===== config.mk =====
export PLATFORM = sky130hd
export DESIGN_NAME = sas_phy_stats
export DESIGN_NICKNAME = d
export VERILOG_FILES = /design/src/sas_phy_stats_pkg.sv /design/src/sas_phy_stats.sv /design/src/sas_sat_ctr.sv /design/src/sas_gen_ctr.sv
export SDC_FILE = /design/constraint.sdc
export NUM_CORES = 1
export LEC_CHECK = 0
export ABC_AREA = 0
export BUFFER_PORTS_ARGS = -buffer_cell sky130_fd_sc_hd__buf_2
export CAP_MARGIN = 20
export CORE_AREA = 2 2 224 226
export CTS_CLUSTER_SIZE = 14
export DETAILED_ROUTE_END_ITERATION = 12
export DIE_AREA = 0 0 226 228
export GPL_TIMING_DRIVEN = 0
export SLEW_MARGIN = 40
export SYNTH_ARGS = -nofsm -noshare
export SYNTH_HDL_FRONTEND = slang
export SYNTH_SLANG_ARGS = --single-unit

===== constraint.sdc =====
create_clock -name CLK -period 4.55 [get_ports CLK]
set_input_delay 0.91 -clock CLK [delete_from_list [all_inputs] [get_ports CLK]]
set_output_delay 0.91 -clock CLK [all_outputs]
set_load 0.03 [all_outputs]

===== src/sas_phy_stats_pkg.sv =====
package sas_phy_stats_pkg;

  // register byte offsets
  localparam logic [7:0] OFF_CTRL      = 8'h00;
  localparam logic [7:0] OFF_DESC_IDX  = 8'h04;
  localparam logic [7:0] OFF_DESC_BYTE = 8'h08;
  localparam logic [7:0] OFF_INV_DWORD = 8'h0c;
  localparam logic [7:0] OFF_DISPARITY = 8'h10;
  localparam logic [7:0] OFF_SYNC_LOSS = 8'h14;
  localparam logic [7:0] OFF_RST_PROB  = 8'h18;
  localparam logic [7:0] OFF_LINK      = 8'h1c;
  localparam logic [7:0] OFF_ATT_ID    = 8'h20;
  localparam logic [7:0] OFF_OWN_HI    = 8'h24;
  localparam logic [7:0] OFF_OWN_LO    = 8'h28;
  localparam logic [7:0] OFF_ATT_HI    = 8'h2c;
  localparam logic [7:0] OFF_ATT_LO    = 8'h30;
  localparam logic [7:0] OFF_LAST      = OFF_ATT_LO;

  // field positions
  localparam int CTRL_EN_BIT    = 0;
  localparam int LINK_RATE_LSB  = 0;
  localparam int LINK_GEN_LSB   = 8;
  localparam int LINK_RSN_LSB   = 16;
  localparam int LINK_ARSN_LSB  = 20;
  localparam int ATT_TYPE_LSB   = 0;
  localparam int ATT_INIT_LSB   = 4;
  localparam int ATT_TGT_LSB    = 8;
  localparam int ATT_PHYID_LSB  = 16;

  // reset values and counter limits
  localparam logic       PHY_EN_RST   = 1'b1;
  localparam logic [6:0] DESC_IDX_RST = 7'd40;
  localparam logic [31:0] CNT_RST     = 32'h0000_0000;
  localparam logic [31:0] CNT_MAX     = 32'hffff_ffff;
  localparam logic [7:0] GEN_RST      = 8'h00;
  localparam logic [7:0] GEN_MAX      = 8'hff;
  localparam logic [7:0] GEN_WRAP     = 8'h01;

  // descriptor layout, byte positions
  localparam logic [6:0] DESC_CNT_BASE   = 7'd40;
  localparam logic [6:0] DESC_LEN_POS    = 7'd58;
  localparam logic [6:0] DESC_NUM_POS    = 7'd59;
  localparam logic [6:0] DESC_EVT_BASE   = 7'd60;
  localparam logic [6:0] DESC_EVT_STRIDE = 7'd12;
  localparam logic [6:0] EVT_SRC_OFF     = 7'd3;
  localparam logic [6:0] EVT_VAL_OFF     = 7'd4;
  localparam logic [6:0] EVT_THR_OFF     = 7'd8;
  localparam logic [7:0] DESC_LEN        = 8'h0c;
  localparam logic [7:0] DESC_NUM        = 8'h04;
  localparam logic [31:0] PVD_THRESH     = 32'h0000_0000;

  // negotiated rate codes
  localparam logic [3:0] RATE_NONE = 4'h0;
  localparam logic [3:0] RATE_1G5  = 4'h8;
  localparam logic [3:0] RATE_3G0  = 4'h9;
  localparam logic [3:0] RATE_6G0  = 4'ha;
  localparam logic [3:0] RATE_12G  = 4'hb;

  localparam logic [1:0] RESP_OKAY   = 2'b00;
  localparam logic [1:0] RESP_SLVERR = 2'b10;

  typedef enum logic [1:0] {
    BUS_IDLE = 2'b01,
    BUS_RESP = 2'b10
  } bus_st_e;

  typedef enum logic [1:0] {
    SPD_1G5 = 2'd0,
    SPD_3G0 = 2'd1,
    SPD_6G0 = 2'd2,
    SPD_12G = 2'd3
  } spd_e;

  typedef struct packed {
    logic invalid_dword;
    logic in_reset_seq;
    logic dword_sync;
    logic disparity_err;
    logic sync_loss_restart;
    logic reset_problem;
  } phy_evt_s;

  typedef struct packed {
    logic rate_done;
    spd_e spd;
  } link_s;

  typedef struct packed {
    logic        valid;
    logic [2:0]  dev_type;
    logic [3:0]  reason;
    logic [2:0]  init_bits;
    logic [2:0]  tgt_bits;
    logic [63:0] sas_addr;
    logic [7:0]  phy_id;
  } iaf_rx_s;

  typedef struct packed {
    logic        valid;
    logic [3:0]  reason;
    logic [63:0] sas_addr;
  } iaf_tx_s;

endpackage : sas_phy_stats_pkg


===== src/sas_phy_stats.sv =====
`timescale 1ns/1ps
module sas_phy_stats
  import sas_phy_stats_pkg::*;
(
  // clock and reset
  input  wire logic        CLK,
  input  wire logic        RST,
  // axi4-lite write address
  input  wire logic [7:0]  S_AXI_AWADDR,
  input  wire logic        S_AXI_AWVALID,
  output logic             S_AXI_AWREADY,
  // axi4-lite write data
  input  wire logic [31:0] S_AXI_WDATA,
  input  wire logic [3:0]  S_AXI_WSTRB,
  input  wire logic        S_AXI_WVALID,
  output logic             S_AXI_WREADY,
  // axi4-lite write response
  output logic [1:0]       S_AXI_BRESP,
  output logic             S_AXI_BVALID,
  input  wire logic        S_AXI_BREADY,
  // axi4-lite read address
  input  wire logic [7:0]  S_AXI_ARADDR,
  input  wire logic        S_AXI_ARVALID,
  output logic             S_AXI_ARREADY,
  // axi4-lite read data
  output logic [31:0]      S_AXI_RDATA,
  output logic [1:0]       S_AXI_RRESP,
  output logic             S_AXI_RVALID,
  input  wire logic        S_AXI_RREADY,
  // phy receiver and reset events
  input  wire phy_evt_s    EVT,
  input  wire link_s       LINK,
  // identification frames
  input  wire iaf_rx_s     IAF_RX,
  input  wire iaf_tx_s     IAF_TX,
  input  wire logic        SATA_D2H,
  // phy attributes
  input  wire logic        VIRTUAL_PHY,
  input  wire logic        CFG_CHANGE,
  output logic             PHY_EN
);

  typedef struct packed {
    bus_st_e     wst;
    bus_st_e     rst;
    logic        aw_got;
    logic        w_got;
    logic [7:0]  awaddr;
    logic [31:0] wdata;
    logic [3:0]  wstrb;
    logic [1:0]  bresp;
    logic [31:0] rdata;
    logic [1:0]  rresp;
    logic        phy_en;
    logic [6:0]  desc_idx;
    logic [3:0]  rate;
    logic [3:0]  own_rsn;
    logic [3:0]  att_rsn;
    logic [2:0]  att_type;
    logic [2:0]  att_init;
    logic [2:0]  att_tgt;
    logic [7:0]  att_phyid;
    logic [63:0] own_addr;
    logic [63:0] att_addr;
  } st_s;

  st_s st_q;
  st_s st_d;

  logic [3:0]        cnt_inc;
  logic [3:0][31:0]  cnt;
  logic [7:0]        gen;
  logic              gen_bump;
  logic              wr_go;
  logic [7:0]        wr_addr;
  logic [31:0]       wr_data;
  logic [3:0]        wr_strb;
  logic [31:0]       rd_data;
  logic              rd_ok;
  logic [3:0]        rate_rd;
  logic [3:0]        arsn_rd;

  // event qualification feeding the four counters
  always_comb
  begin
    cnt_inc[0] = EVT.invalid_dword && !EVT.in_reset_seq;
    cnt_inc[1] = EVT.disparity_err && EVT.dword_sync;
    cnt_inc[2] = EVT.sync_loss_restart;
    cnt_inc[3] = EVT.reset_problem;
  end

  genvar gi;
  generate
    for (gi = 0; gi < 4; gi++)
    begin : g_cnt
      sas_sat_ctr u_cnt (
        .clk   (CLK),
        .rst   (RST),
        .inc   (cnt_inc[gi]),
        .count (cnt[gi])
      );
    end
  endgenerate

  sas_gen_ctr u_gen (
    .clk  (CLK),
    .rst  (RST),
    .bump (gen_bump),
    .gen  (gen)
  );

  // one byte of the event descriptor list, by byte position
  function automatic logic [7:0] desc_byte(
    input logic [6:0]       idx,
    input logic [3:0][31:0] c
  );
    logic [6:0] rel;
    logic [6:0] base;
    logic [7:0] b;
    b = 8'h00;
    rel = idx - DESC_CNT_BASE;
    if (idx >= DESC_CNT_BASE && rel[6:4] == 3'b000)
      b = c[rel[3:2]][{~rel[1:0], 3'b000} +: 8];
    else if (idx == DESC_LEN_POS)
      b = DESC_LEN;
    else if (idx == DESC_NUM_POS)
      b = DESC_NUM;
    for (int k = 0; k < 4; k++)
    begin
      base = DESC_EVT_BASE + DESC_EVT_STRIDE * 7'(k);
      rel = idx - base;
      if (idx >= base && rel == EVT_SRC_OFF)
        b = 8'(k + 1);
      else if (idx >= base && rel[6:2] == EVT_VAL_OFF[6:2])
        b = c[k][{~rel[1:0], 3'b000} +: 8];
      else if (idx >= base && rel[6:2] == EVT_THR_OFF[6:2])
        b = PVD_THRESH[{~rel[1:0], 3'b000} +: 8];
    end
    return b;
  endfunction : desc_byte

  // read decode
  always_comb
  begin
    rd_data = 32'h0000_0000;
    rd_ok = 1'b1;
    rate_rd = st_q.phy_en ? st_q.rate : RATE_NONE;
    arsn_rd = VIRTUAL_PHY ? 4'h0 : st_q.att_rsn;
    if (S_AXI_ARADDR == OFF_CTRL)
      rd_data[CTRL_EN_BIT] = st_q.phy_en;
    else if (S_AXI_ARADDR == OFF_DESC_IDX)
      rd_data[6:0] = st_q.desc_idx;
    else if (S_AXI_ARADDR == OFF_DESC_BYTE)
      rd_data[7:0] = desc_byte(st_q.desc_idx, cnt);
    else if (S_AXI_ARADDR == OFF_INV_DWORD)
      rd_data = cnt[0];
    else if (S_AXI_ARADDR == OFF_DISPARITY)
      rd_data = cnt[1];
    else if (S_AXI_ARADDR == OFF_SYNC_LOSS)
      rd_data = cnt[2];
    else if (S_AXI_ARADDR == OFF_RST_PROB)
      rd_data = cnt[3];
    else if (S_AXI_ARADDR == OFF_LINK)
    begin
      rd_data[LINK_RATE_LSB +: 4] = rate_rd;
      rd_data[LINK_GEN_LSB +: 8]  = gen;
      rd_data[LINK_RSN_LSB +: 4]  = st_q.own_rsn;
      rd_data[LINK_ARSN_LSB +: 4] = arsn_rd;
    end
    else if (S_AXI_ARADDR == OFF_ATT_ID)
    begin
      rd_data[ATT_TYPE_LSB +: 3]  = st_q.att_type;
      rd_data[ATT_INIT_LSB +: 3]  = st_q.att_init;
      rd_data[ATT_TGT_LSB +: 3]   = st_q.att_tgt;
      rd_data[ATT_PHYID_LSB +: 8] = st_q.att_phyid;
    end
    else if (S_AXI_ARADDR == OFF_OWN_HI)
      rd_data = st_q.own_addr[63:32];
    else if (S_AXI_ARADDR == OFF_OWN_LO)
      rd_data = st_q.own_addr[31:0];
    else if (S_AXI_ARADDR == OFF_ATT_HI)
      rd_data = st_q.att_addr[63:32];
    else if (S_AXI_ARADDR == OFF_ATT_LO)
      rd_data = st_q.att_addr[31:0];
    else
      rd_ok = 1'b0;
  end

  // handshake outputs
  always_comb
  begin
    S_AXI_AWREADY = (st_q.wst == BUS_IDLE) && !st_q.aw_got;
    S_AXI_WREADY  = (st_q.wst == BUS_IDLE) && !st_q.w_got;
    S_AXI_BVALID  = (st_q.wst == BUS_RESP);
    S_AXI_ARREADY = (st_q.rst == BUS_IDLE);
    S_AXI_RVALID  = (st_q.rst == BUS_RESP);
    S_AXI_BRESP   = st_q.bresp;
    S_AXI_RDATA   = st_q.rdata;
    S_AXI_RRESP   = st_q.rresp;
    PHY_EN        = st_q.phy_en;
  end

  // address and data may arrive in either order
  always_comb
  begin
    wr_addr = st_q.aw_got ? st_q.awaddr : S_AXI_AWADDR;
    wr_data = st_q.w_got ? st_q.wdata : S_AXI_WDATA;
    wr_strb = st_q.w_got ? st_q.wstrb : S_AXI_WSTRB;
    wr_go = (st_q.wst == BUS_IDLE)
          && (st_q.aw_got || S_AXI_AWVALID)
          && (st_q.w_got || S_AXI_WVALID);
  end

  always_comb
  begin
    st_d = st_q;
    gen_bump = CFG_CHANGE;

    // write channel
    case (st_q.wst)
      BUS_IDLE:
      begin
        if (S_AXI_AWVALID && !st_q.aw_got)
        begin
          st_d.aw_got = 1'b1;
          st_d.awaddr = S_AXI_AWADDR;
        end
        if (S_AXI_WVALID && !st_q.w_got)
        begin
          st_d.w_got = 1'b1;
          st_d.wdata = S_AXI_WDATA;
          st_d.wstrb = S_AXI_WSTRB;
        end
        if (wr_go)
        begin
          st_d.aw_got = 1'b0;
          st_d.w_got = 1'b0;
          st_d.wst = BUS_RESP;
          st_d.bresp = RESP_OKAY;
          // read-only words take the write silently
          if (wr_addr[1:0] != 2'b00 || wr_addr > OFF_LAST)
          begin
            st_d.bresp = RESP_SLVERR;
          end
          else if (wr_addr == OFF_CTRL)
          begin
            if (wr_strb[0])
            begin
              st_d.phy_en = wr_data[CTRL_EN_BIT];
              if (wr_data[CTRL_EN_BIT] != st_q.phy_en)
              begin
                gen_bump = 1'b1;
              end
            end
          end
          else if (wr_addr == OFF_DESC_IDX)
          begin
            if (wr_strb[0])
            begin
              st_d.desc_idx = wr_data[6:0];
            end
          end
        end
      end
      BUS_RESP:
      begin
        if (S_AXI_BREADY)
          st_d.wst = BUS_IDLE;
      end
      default: st_d.wst = BUS_IDLE;
    endcase

    // read channel, answer registered one cycle after the address
    case (st_q.rst)
      BUS_IDLE:
      begin
        if (S_AXI_ARVALID)
        begin
          st_d.rst = BUS_RESP;
          st_d.rdata = rd_data;
          st_d.rresp = rd_ok ? RESP_OKAY : RESP_SLVERR;
        end
      end
      BUS_RESP:
      begin
        if (S_AXI_RREADY)
          st_d.rst = BUS_IDLE;
      end
      default: st_d.rst = BUS_IDLE;
    endcase

    // link rate from the latest reset sequence
    if (LINK.rate_done)
    begin
      case (LINK.spd)
        SPD_1G5: st_d.rate = RATE_1G5;
        SPD_3G0: st_d.rate = RATE_3G0;
        SPD_6G0: st_d.rate = RATE_6G0;
        default: st_d.rate = RATE_12G;
      endcase
    end

    // incoming identification frame
    if (IAF_RX.valid)
    begin
      st_d.att_rsn = IAF_RX.reason;
      st_d.att_type = IAF_RX.dev_type;
      st_d.att_init = IAF_RX.init_bits;
      st_d.att_tgt = IAF_RX.tgt_bits;
      st_d.att_addr = IAF_RX.sas_addr;
      st_d.att_phyid = IAF_RX.phy_id;
    end
    // a sata device sends no frame carrying a reason
    if (SATA_D2H)
    begin
      st_d.att_rsn = 4'h0;
    end

    // outgoing identification frame
    if (IAF_TX.valid)
    begin
      st_d.own_rsn = IAF_TX.reason;
      st_d.own_addr = IAF_TX.sas_addr;
    end
  end

  always_ff @(posedge CLK)
  begin
    if (RST)
    begin
      // captures, addresses and ids all clear with the rest
      st_q <= '{wst: BUS_IDLE, rst: BUS_IDLE, bresp: RESP_OKAY,
                rresp: RESP_OKAY, phy_en: PHY_EN_RST,
                desc_idx: DESC_IDX_RST, rate: RATE_NONE, default: '0};
    end
    else
    begin
      st_q <= st_d;
    end
  end

endmodule : sas_phy_stats


===== src/sas_sat_ctr.sv =====
`timescale 1ns/1ps
module sas_sat_ctr
  import sas_phy_stats_pkg::*;
(
  // clock and reset
  input  wire logic        clk,
  input  wire logic        rst,
  // event
  input  wire logic        inc,
  output logic [31:0]      count
);

  typedef struct packed {
    logic [31:0] cnt;
  } st_s;

  st_s st_q;
  st_s st_d;

  always_comb
  begin
    st_d = st_q;
    // holds at the top instead of wrapping to zero
    if (inc && st_q.cnt != CNT_MAX)
    begin
      st_d.cnt = st_q.cnt + 32'h0000_0001;
    end
  end

  always_ff @(posedge clk)
  begin
    if (rst)
    begin
      st_q.cnt <= CNT_RST;
    end
    else
    begin
      st_q <= st_d;
    end
  end

  assign count = st_q.cnt;

endmodule : sas_sat_ctr


===== src/sas_gen_ctr.sv =====
`timescale 1ns/1ps
module sas_gen_ctr
  import sas_phy_stats_pkg::*;
(
  // clock and reset
  input  wire logic        clk,
  input  wire logic        rst,
  // change strobe
  input  wire logic        bump,
  output logic [7:0]       gen
);

  typedef struct packed {
    logic [7:0] gen;
  } st_s;

  st_s st_q;
  st_s st_d;

  always_comb
  begin
    st_d = st_q;
    if (bump)
    begin
      // zero means unknown, so the wrap skips it
      if (st_q.gen == GEN_MAX)
      begin
        st_d.gen = GEN_WRAP;
      end
      else
      begin
        st_d.gen = st_q.gen + 8'h01;
      end
    end
  end

  always_ff @(posedge clk)
  begin
    if (rst)
    begin
      st_q.gen <= GEN_RST;
    end
    else
    begin
      st_q <= st_d;
    end
  end

  assign gen = st_q.gen;

endmodule : sas_gen_ctr


# Word-level counts from Yosys, hierarchy flattened
# Cells that the tools add are included.
dict set report word_totals {
  ff_bits 359
  latchBits 0
  ram_bits 0
  romBits 0
  inputBits 226
  out_inout_bits 42
  wordCells 240
  memories 0
}
dict set report op_classes {
  addsub 10
  multipliers 0
  div_mod_pow 0
  magnitude_cmp 7
  n_eq_ne 43
  shifts 9
  mux 89
  bitwise_logic 7
  n_reduce_logical 49
}
# cell n
set ops {}
lappend ops {{32-bit 2-to-1 mux} 18}
lappend ops {{32-bit by 6-bit indexed part select with 8-bit output} 5}
lappend ops {{8-bit 2-to-1 mux} 19}
lappend ops {{32-bit by 1-bit adder with 32-bit output, second input constant} 4}
lappend ops {{32-bit != test, second input constant} 4}
lappend ops {{32-bit by 6-bit indexed part select with 8-bit output, first input constant} 4}
lappend ops {{32-bit binary-select mux with 2-bit select} 1}
lappend ops {{8-bit by 6-bit == test with 1-bit output, second input constant} 5}
lappend ops {{8-bit by 5-bit == test with 1-bit output, second input constant} 4}
lappend ops {{31-bit 2-to-1 mux} 1}
lappend ops {{7-bit by 2-bit == test with 1-bit output, second input constant} 4}
lappend ops {{1-bit logical AND} 25}
lappend ops {{1-bit 2-to-1 mux} 25}
lappend ops {{25-bit 2-to-1 mux} 1}
lappend ops {{24-bit 2-to-1 mux} 1}
lappend ops {{7-bit >= comparator, second input constant} 3}
lappend ops {{7-bit subtractor, second input constant} 3}
lappend ops {{5-bit by 1-bit == test with 1-bit output, second input constant} 4}
lappend ops {{5-bit by 2-bit == test with 1-bit output, second input constant} 4}
lappend ops {{4-bit 2-to-1 mux} 5}
lappend ops {{8-bit by 3-bit == test with 1-bit output, second input constant} 2}
lappend ops {{8-bit by 4-bit == test with 1-bit output, second input constant} 2}
lappend ops {{8-bit zero test} 2}
lappend ops {{16-bit 2-to-1 mux} 1}
lappend ops {{29 further kinds} 67}

# Logic depth before layout (Yosys ltp)
dict set report depth {
  depth_word 23
  ltp_mapped 11
  ltp_nobuf 9
}

# Modules after synthesis
# Synthesis repeated with hierarchy kept, for this count alone.
dict set report unflattened {
  hier_cells 2267
  area_unflattened_um2 19779.0
}
# mod n_inst cells_per_inst area_per_inst_um2 seq_area_each_um2
set by_module_without_submodules {}
lappend by_module_without_submodules {sas_phy_stats 1 1438 12792.3 4404.2}
lappend by_module_without_submodules {{sas_sat_ctr at g_cnt[0].u_cnt ...} 3 199 1674.1 640.6}
lappend by_module_without_submodules {{sas_sat_ctr at g_cnt[3].u_cnt} 1 191 1599.0 640.6}
lappend by_module_without_submodules {sas_gen_ctr 1 41 365.4 160.2}

# Worst setup path before layout
# Ideal clock, no wire load.
dict set report synth_timing {
  path_type {input to register}
  startpoint {input port S_AXI_ARADDR[1]}
  endpoint {register st_q, in the netlist S_AXI_RDATA[30]}
  setup_time_ns 0.128
  arrival_ns 2.703
  t_required_ns 4.422
  path_slack_ns 1.719
  path_stages 9
  n_path_buf 2
  cell_sequence {buf_2 or4_1 clkbuf_1 nor2_2 mux2_2 a22oi_1 a21oi_1 a21oi_1 nor2_1}
}
dict set report synth_via {
  elab_chain_len 23
  word_cells_on_any_way 35
  cone_classes {eq/ne: 12; mux: 22; reduce/logical: 1}
}
# item line
set synth_rtl {}
lappend synth_rtl {{start: declaration} sas_phy_stats.sv:22} ;# input wire logic [7:0] S_AXI_ARADDR,
lappend synth_rtl {{8-bit by 6-bit == test with 1-bit output} sas_phy_stats.sv:183} ;# else if (S_AXI_ARADDR == OFF_ATT_LO)
lappend synth_rtl {{32-bit 2-to-1 mux} sas_phy_stats.sv:183}
lappend synth_rtl {{32-bit 2-to-1 mux} sas_phy_stats.sv:181} ;# else if (S_AXI_ARADDR == OFF_ATT_HI)
lappend synth_rtl {{32-bit 2-to-1 mux} sas_phy_stats.sv:179} ;# else if (S_AXI_ARADDR == OFF_OWN_LO)
lappend synth_rtl {{32-bit 2-to-1 mux} sas_phy_stats.sv:177} ;# else if (S_AXI_ARADDR == OFF_OWN_HI)
lappend synth_rtl {{32-bit 2-to-1 mux} sas_phy_stats.sv:170} ;# else if (S_AXI_ARADDR == OFF_ATT_ID)
lappend synth_rtl {{32-bit 2-to-1 mux} sas_phy_stats.sv:163} ;# else if (S_AXI_ARADDR == OFF_LINK)
lappend synth_rtl {{32-bit 2-to-1 mux} sas_phy_stats.sv:161} ;# else if (S_AXI_ARADDR == OFF_RST_PROB)
lappend synth_rtl {{[... 7 more ...]} --}
lappend synth_rtl {{8-bit 2-to-1 mux} sas_phy_stats.sv:163}
lappend synth_rtl {{32-bit 2-to-1 mux} sas_phy_stats.sv:161}
lappend synth_rtl {{32-bit 2-to-1 mux} sas_phy_stats.sv:159} ;# else if (S_AXI_ARADDR == OFF_SYNC_LOSS)
lappend synth_rtl {{32-bit 2-to-1 mux} sas_phy_stats.sv:157} ;# else if (S_AXI_ARADDR == OFF_DISPARITY)
lappend synth_rtl {{32-bit 2-to-1 mux} sas_phy_stats.sv:155} ;# else if (S_AXI_ARADDR == OFF_INV_DWORD)
lappend synth_rtl {{24-bit 2-to-1 mux} sas_phy_stats.sv:153} ;# else if (S_AXI_ARADDR == OFF_DESC_BYTE)
lappend synth_rtl {{25-bit 2-to-1 mux} sas_phy_stats.sv:151} ;# else if (S_AXI_ARADDR == OFF_DESC_IDX)
lappend synth_rtl {{31-bit 2-to-1 mux (*)} sas_phy_stats.sv:149} ;# if (S_AXI_ARADDR == OFF_CTRL)
lappend synth_rtl {{end signal: assignment} sas_phy_stats.sv:332} ;# st_q <= '{wst: BUS_IDLE, rst: BUS_IDLE, bresp: RESP_OKAY,
lappend synth_rtl {{end signal: assignment} sas_phy_stats.sv:338} ;# st_q <= st_d;
lappend synth_rtl {{end: declaration} sas_phy_stats.sv:67} ;# st_s st_q;
# Every way passes the cells marked *; elsewhere a longest branch is shown, timed or not. The select of a mux whose other input is x is not followed.
# A chain may end at the register's enable or synchronous reset.

# Worst setup path after layout
dict set report layout_timing {
  startpoint {input port S_AXI_ARADDR[2]}
  endpoint {register st_q, in the netlist S_AXI_RDATA[23]}
}
dict set report layout_via {
  elab_chain_len 23
  word_cells_on_any_way 35
  cone_classes {eq/ne: 12; mux: 22; reduce/logical: 1}
}
# item line
set layout_rtl {}
lappend layout_rtl {{8-bit by 6-bit == test with 1-bit output} sas_phy_stats.sv:183}
lappend layout_rtl {{32-bit 2-to-1 mux} sas_phy_stats.sv:183}
lappend layout_rtl {{32-bit 2-to-1 mux} sas_phy_stats.sv:181}
lappend layout_rtl {{32-bit 2-to-1 mux} sas_phy_stats.sv:179}
lappend layout_rtl {{32-bit 2-to-1 mux} sas_phy_stats.sv:177}
lappend layout_rtl {{32-bit 2-to-1 mux} sas_phy_stats.sv:170}
lappend layout_rtl {{32-bit 2-to-1 mux} sas_phy_stats.sv:163}
lappend layout_rtl {{32-bit 2-to-1 mux} sas_phy_stats.sv:161}
lappend layout_rtl {{[... 7 more ...]} --}
lappend layout_rtl {{16-bit 2-to-1 mux} sas_phy_stats.sv:163}
lappend layout_rtl {{32-bit 2-to-1 mux} sas_phy_stats.sv:161}
lappend layout_rtl {{32-bit 2-to-1 mux} sas_phy_stats.sv:159}
lappend layout_rtl {{32-bit 2-to-1 mux} sas_phy_stats.sv:157}
lappend layout_rtl {{32-bit 2-to-1 mux} sas_phy_stats.sv:155}
lappend layout_rtl {{24-bit 2-to-1 mux} sas_phy_stats.sv:153}
lappend layout_rtl {{25-bit 2-to-1 mux} sas_phy_stats.sv:151}
lappend layout_rtl {{31-bit 2-to-1 mux (*)} sas_phy_stats.sv:149}
# Marks and branches as above.

==> qor.yml <==
timing:
  setup_viol: 0
  finalCriticalPeriod_ns: 3.66
  timing.final.crit_share: 0.804
  max_freq_mhz: 273
  maxSlewViolCount: 0
  tightest_slew_ns: 0.947
  skew_ns: 0.0484
  hold_viol_final: 0
  maxSlewHeadroom: 0.366
  rsz0062_at_grt: "false"
  finalSetupTns_ns: 0
yosys:
  synth_seq_cells: 356
  postSynth.asyncResetShare: 0
  synth-edff-count: 0
  yosys_warnings: 0
  synth_flop_cell: "dfxtp_1"
  ys_types: 89
  syn_inst: 2205
  synth.cell_area_um2: 19000
  avgSynthCellArea_um2: 8.63
  synth-seq-area-share: 0.374
critical_path:
  r2r_slack_ns: 1.14
  cp_common_cell: "buf_2"
  r2r-start: "st_q[160]"
  crit_arrival_ns: 4.08
  max_stage_delay_ns: 0.69
  crit_family: "compound AO/OA/AOI/OAI gates"
  reg2reg_to: "S_AXI_RDATA[1]"
  crit_buf_inv: 3
  r2r_cells: 11
  critPathKind: "in2reg"
  path_cells: "buf_2 > buf_2 > buf_1 > nand4_1 > o221ai_1 > o2111ai_1 > a222oi_1 > o21ai_1"
  critPathLaunchType: "input port"
  cp_max_fo: 10
  cp_slowest_cell: "nand4_1"
  setup.worst_path.end_class: "flop"
  required_ns: 4.97
clock_tree:
  clock_path_buffers: 3
  post_cts_buffers: 0
  ctsHoldBuffers: 0
  insertion_delay_ns: 0.61
  tritoncts: "built"
  cts_max_level: 2
  root_buffer: "clkbuf_16"
  cts.sinks: 356
  numCtsBuffers: 42
  ctsResizeCount: 0
  clkTransAtPathRegs_ns: 0.06
drt:
  antenna_left: 0
  drt_iter0_markers: 1868
  first_pass_iters: 6
  avgViaCountPerCell: 5.89
  wl_um: 79000
  drc_errors: 0
  wl_per_cell_um: 24.8
  via_count: 18800
floorplanning:
  fp.dieH_um: 228
  core_um2: 49300
  dieArea_um2: 51500
  die_w_um: 226
  io_pins: 268
  initial_core_util: 0.386
  rows: 82
hold_path:
  min_from: "S_AXI_RDATA[18]"
  hold_end: "S_AXI_RDATA[18]"
  whs_path_depth: 2
  hp-class: "reg2reg"
global_route:
  antenna_found_initial: 15
  grt_pass1_wl_um: 115000
  grt_pass1_vias: 17800
  grt_use_total: 0.300
  grt_overflow: 0
  grt_max_degree: 14
place:
  place_area_um2: 21100
  gp_congestion: 1.02
  dp_hpwl_um: 62100
  portBuffers: 231
  dp_cells: 3109
finish:
  final_cell_mix: "dfxtp_1 (356), nor2_1 (346), buf_2 (261)"
  final_cell_area_um2: 22600
  mostFrequentLayoutCell: "dfxtp_1"
  nets: 2721
  drive_gt1_frac: 0.187
  stdcell_count: 3188
  fillers: 4867
  area_delta_synth_final_pct: 18.8
outcome:
  run_status: "complete, no violations"
power_and_ir_drop:
  total_leakage_power_uw: 0.00898
  vdd_drop_max_uv: 288
  p_per_area_nw_per_um2: 337
run:
  max_cap_violations: 0
[how the worst max path moves through the flow]
| stage | startpoint | endpoint | slack, ns | depth (start not counted) |
|---|---|---|---|---|
| floorplan | S_AXI_ARADDR[1] | S_AXI_RDATA[30] | 1.72 | 9 |
| global placement | S_AXI_ARADDR[2] | S_AXI_RDATA[23] | 0.54 | 8 |
| detailed placement | S_AXI_ARADDR[1] | S_AXI_RDATA[18] | 0.54 | 10 |
| CTS | S_AXI_ARADDR[2] | S_AXI_RDATA[23] | 1.09 | 8 |
| global route | S_AXI_ARADDR[2] | S_AXI_RDATA[23] | 0.82 | 8 |
| finish | S_AXI_ARADDR[2] | S_AXI_RDATA[23] | 0.89 | 8 |
[synthesized netlist by cell type, types with 25 or more instances]
| cell | instances | share of area |
|---|---|---|
| a221oi_1 | 39 | 0.018 |
| buf_1 | 25 | 0.0049 |
| and3_1 | 35 | 0.012 |
| nand4_1 | 46 | 0.015 |
| buf_2 | 26 | 0.0068 |
| nor2_1 | 346 | 0.068 |
| dfxtp_1 | 356 | 0.37 |
| o21ai_0 | 88 | 0.023 |
| buf_4 | 44 | 0.017 |
| mux2i_1 | 186 | 0.098 |
| inv_1 | 33 | 0.0065 |
| mux4_2 | 34 | 0.040 |
| a21oi_1 | 98 | 0.026 |
| nand2_1 | 180 | 0.035 |
| xnor2_1 | 37 | 0.017 |
| clkbuf_1 | 77 | 0.015 |
| xor2_1 | 72 | 0.033 |
| nor3_1 | 34 | 0.0089 |
| nand3_1 | 63 | 0.017 |
[cells by family after synthesis]
group,synth area share
multiplexers,0.146
adder cells (fa/ha/maj),0.00855
XOR/XNOR,0.0502
AO/OA/AOI/OAI,0.147
buffers and inverters,0.0522
other,0.000197
AND/OR/NAND/NOR,0.222
flip-flops,0.374
[state kept, by name (all words and copies together) (netlist names)]
name	flops
st_q	185
S_AXI_BRESP	1
PHY_EN	1
S_AXI_RDATA	32
g_cnt.u_cnt.count	128
u_gen.gen	8
S_AXI_RRESP	1
[power by group]
part | switching (µW) | internal, µW | leakage (µW) | total, µW
Sequential | 87.1 | 3230 | 0.00290 | 3320
Clock | 1460 | 2230 | 0.000741 | 3690
Combinational | 380 | 240 | 0.00534 | 620
Total | 1930 | 5700 | 0.00898 | 7630
[through the flow]
| stage | worst slack, ns | hold slack (ns) | util | total power [µW] |
|---|---|---|---|---|
| 2_1_floorplan | 1.72 | 0.426 | - | 3710 |
| 3_3_place_gp | 0.536 | 0.437 | 0.426 | 3970 |
| 3_5_place_dp | 0.538 | 0.444 | 0.427 | 3990 |
| 4_1_cts | 1.09 | 0.452 | 0.458 | 7660 |
| 5_1_grt | 0.818 | 0.469 | 0.458 | 7840 |
| 6_report | 0.894 | 0.448 | 0.458 | 7630 |
[worst register-to-register path: stages, from the launching register on]
cell      delay [ns]
dfxtp_1         0.36
buf_2           0.20
inv_2           0.16
ha_1            0.26
a21o_1          0.20
a221o_1         0.35
a221oi_1        0.59
and3_1          0.24
clkbuf_1        0.45
a22o_1          0.25
o21ai_0         0.10
a31oi_1         0.21
[metal layers]
layer	GRT usage	vias to the layer above	wire length, µm
met2	0.475	970	35400
met1	0.390	9070	32400
met4	0.137	26	3980
met3	0.0645	226	7040
li1	-	8486	-
met5	0	-	175
[final cells by class]
type,count,area (µm²),area share
multi-input combinational,1640,11000,0.485
sequential,356,7130,0.315
clock buffer,57,1180,0.0521
timing repair buffer,232,1160,0.0514
buffer,173,868,0.0384
tap,672,841,0.0372
clock inverter,19,335,0.0148
inverter,37,139,0.00614
antenna,2,5.00,0.000221
Note: power is estimated with default switching activity, not from simulation.
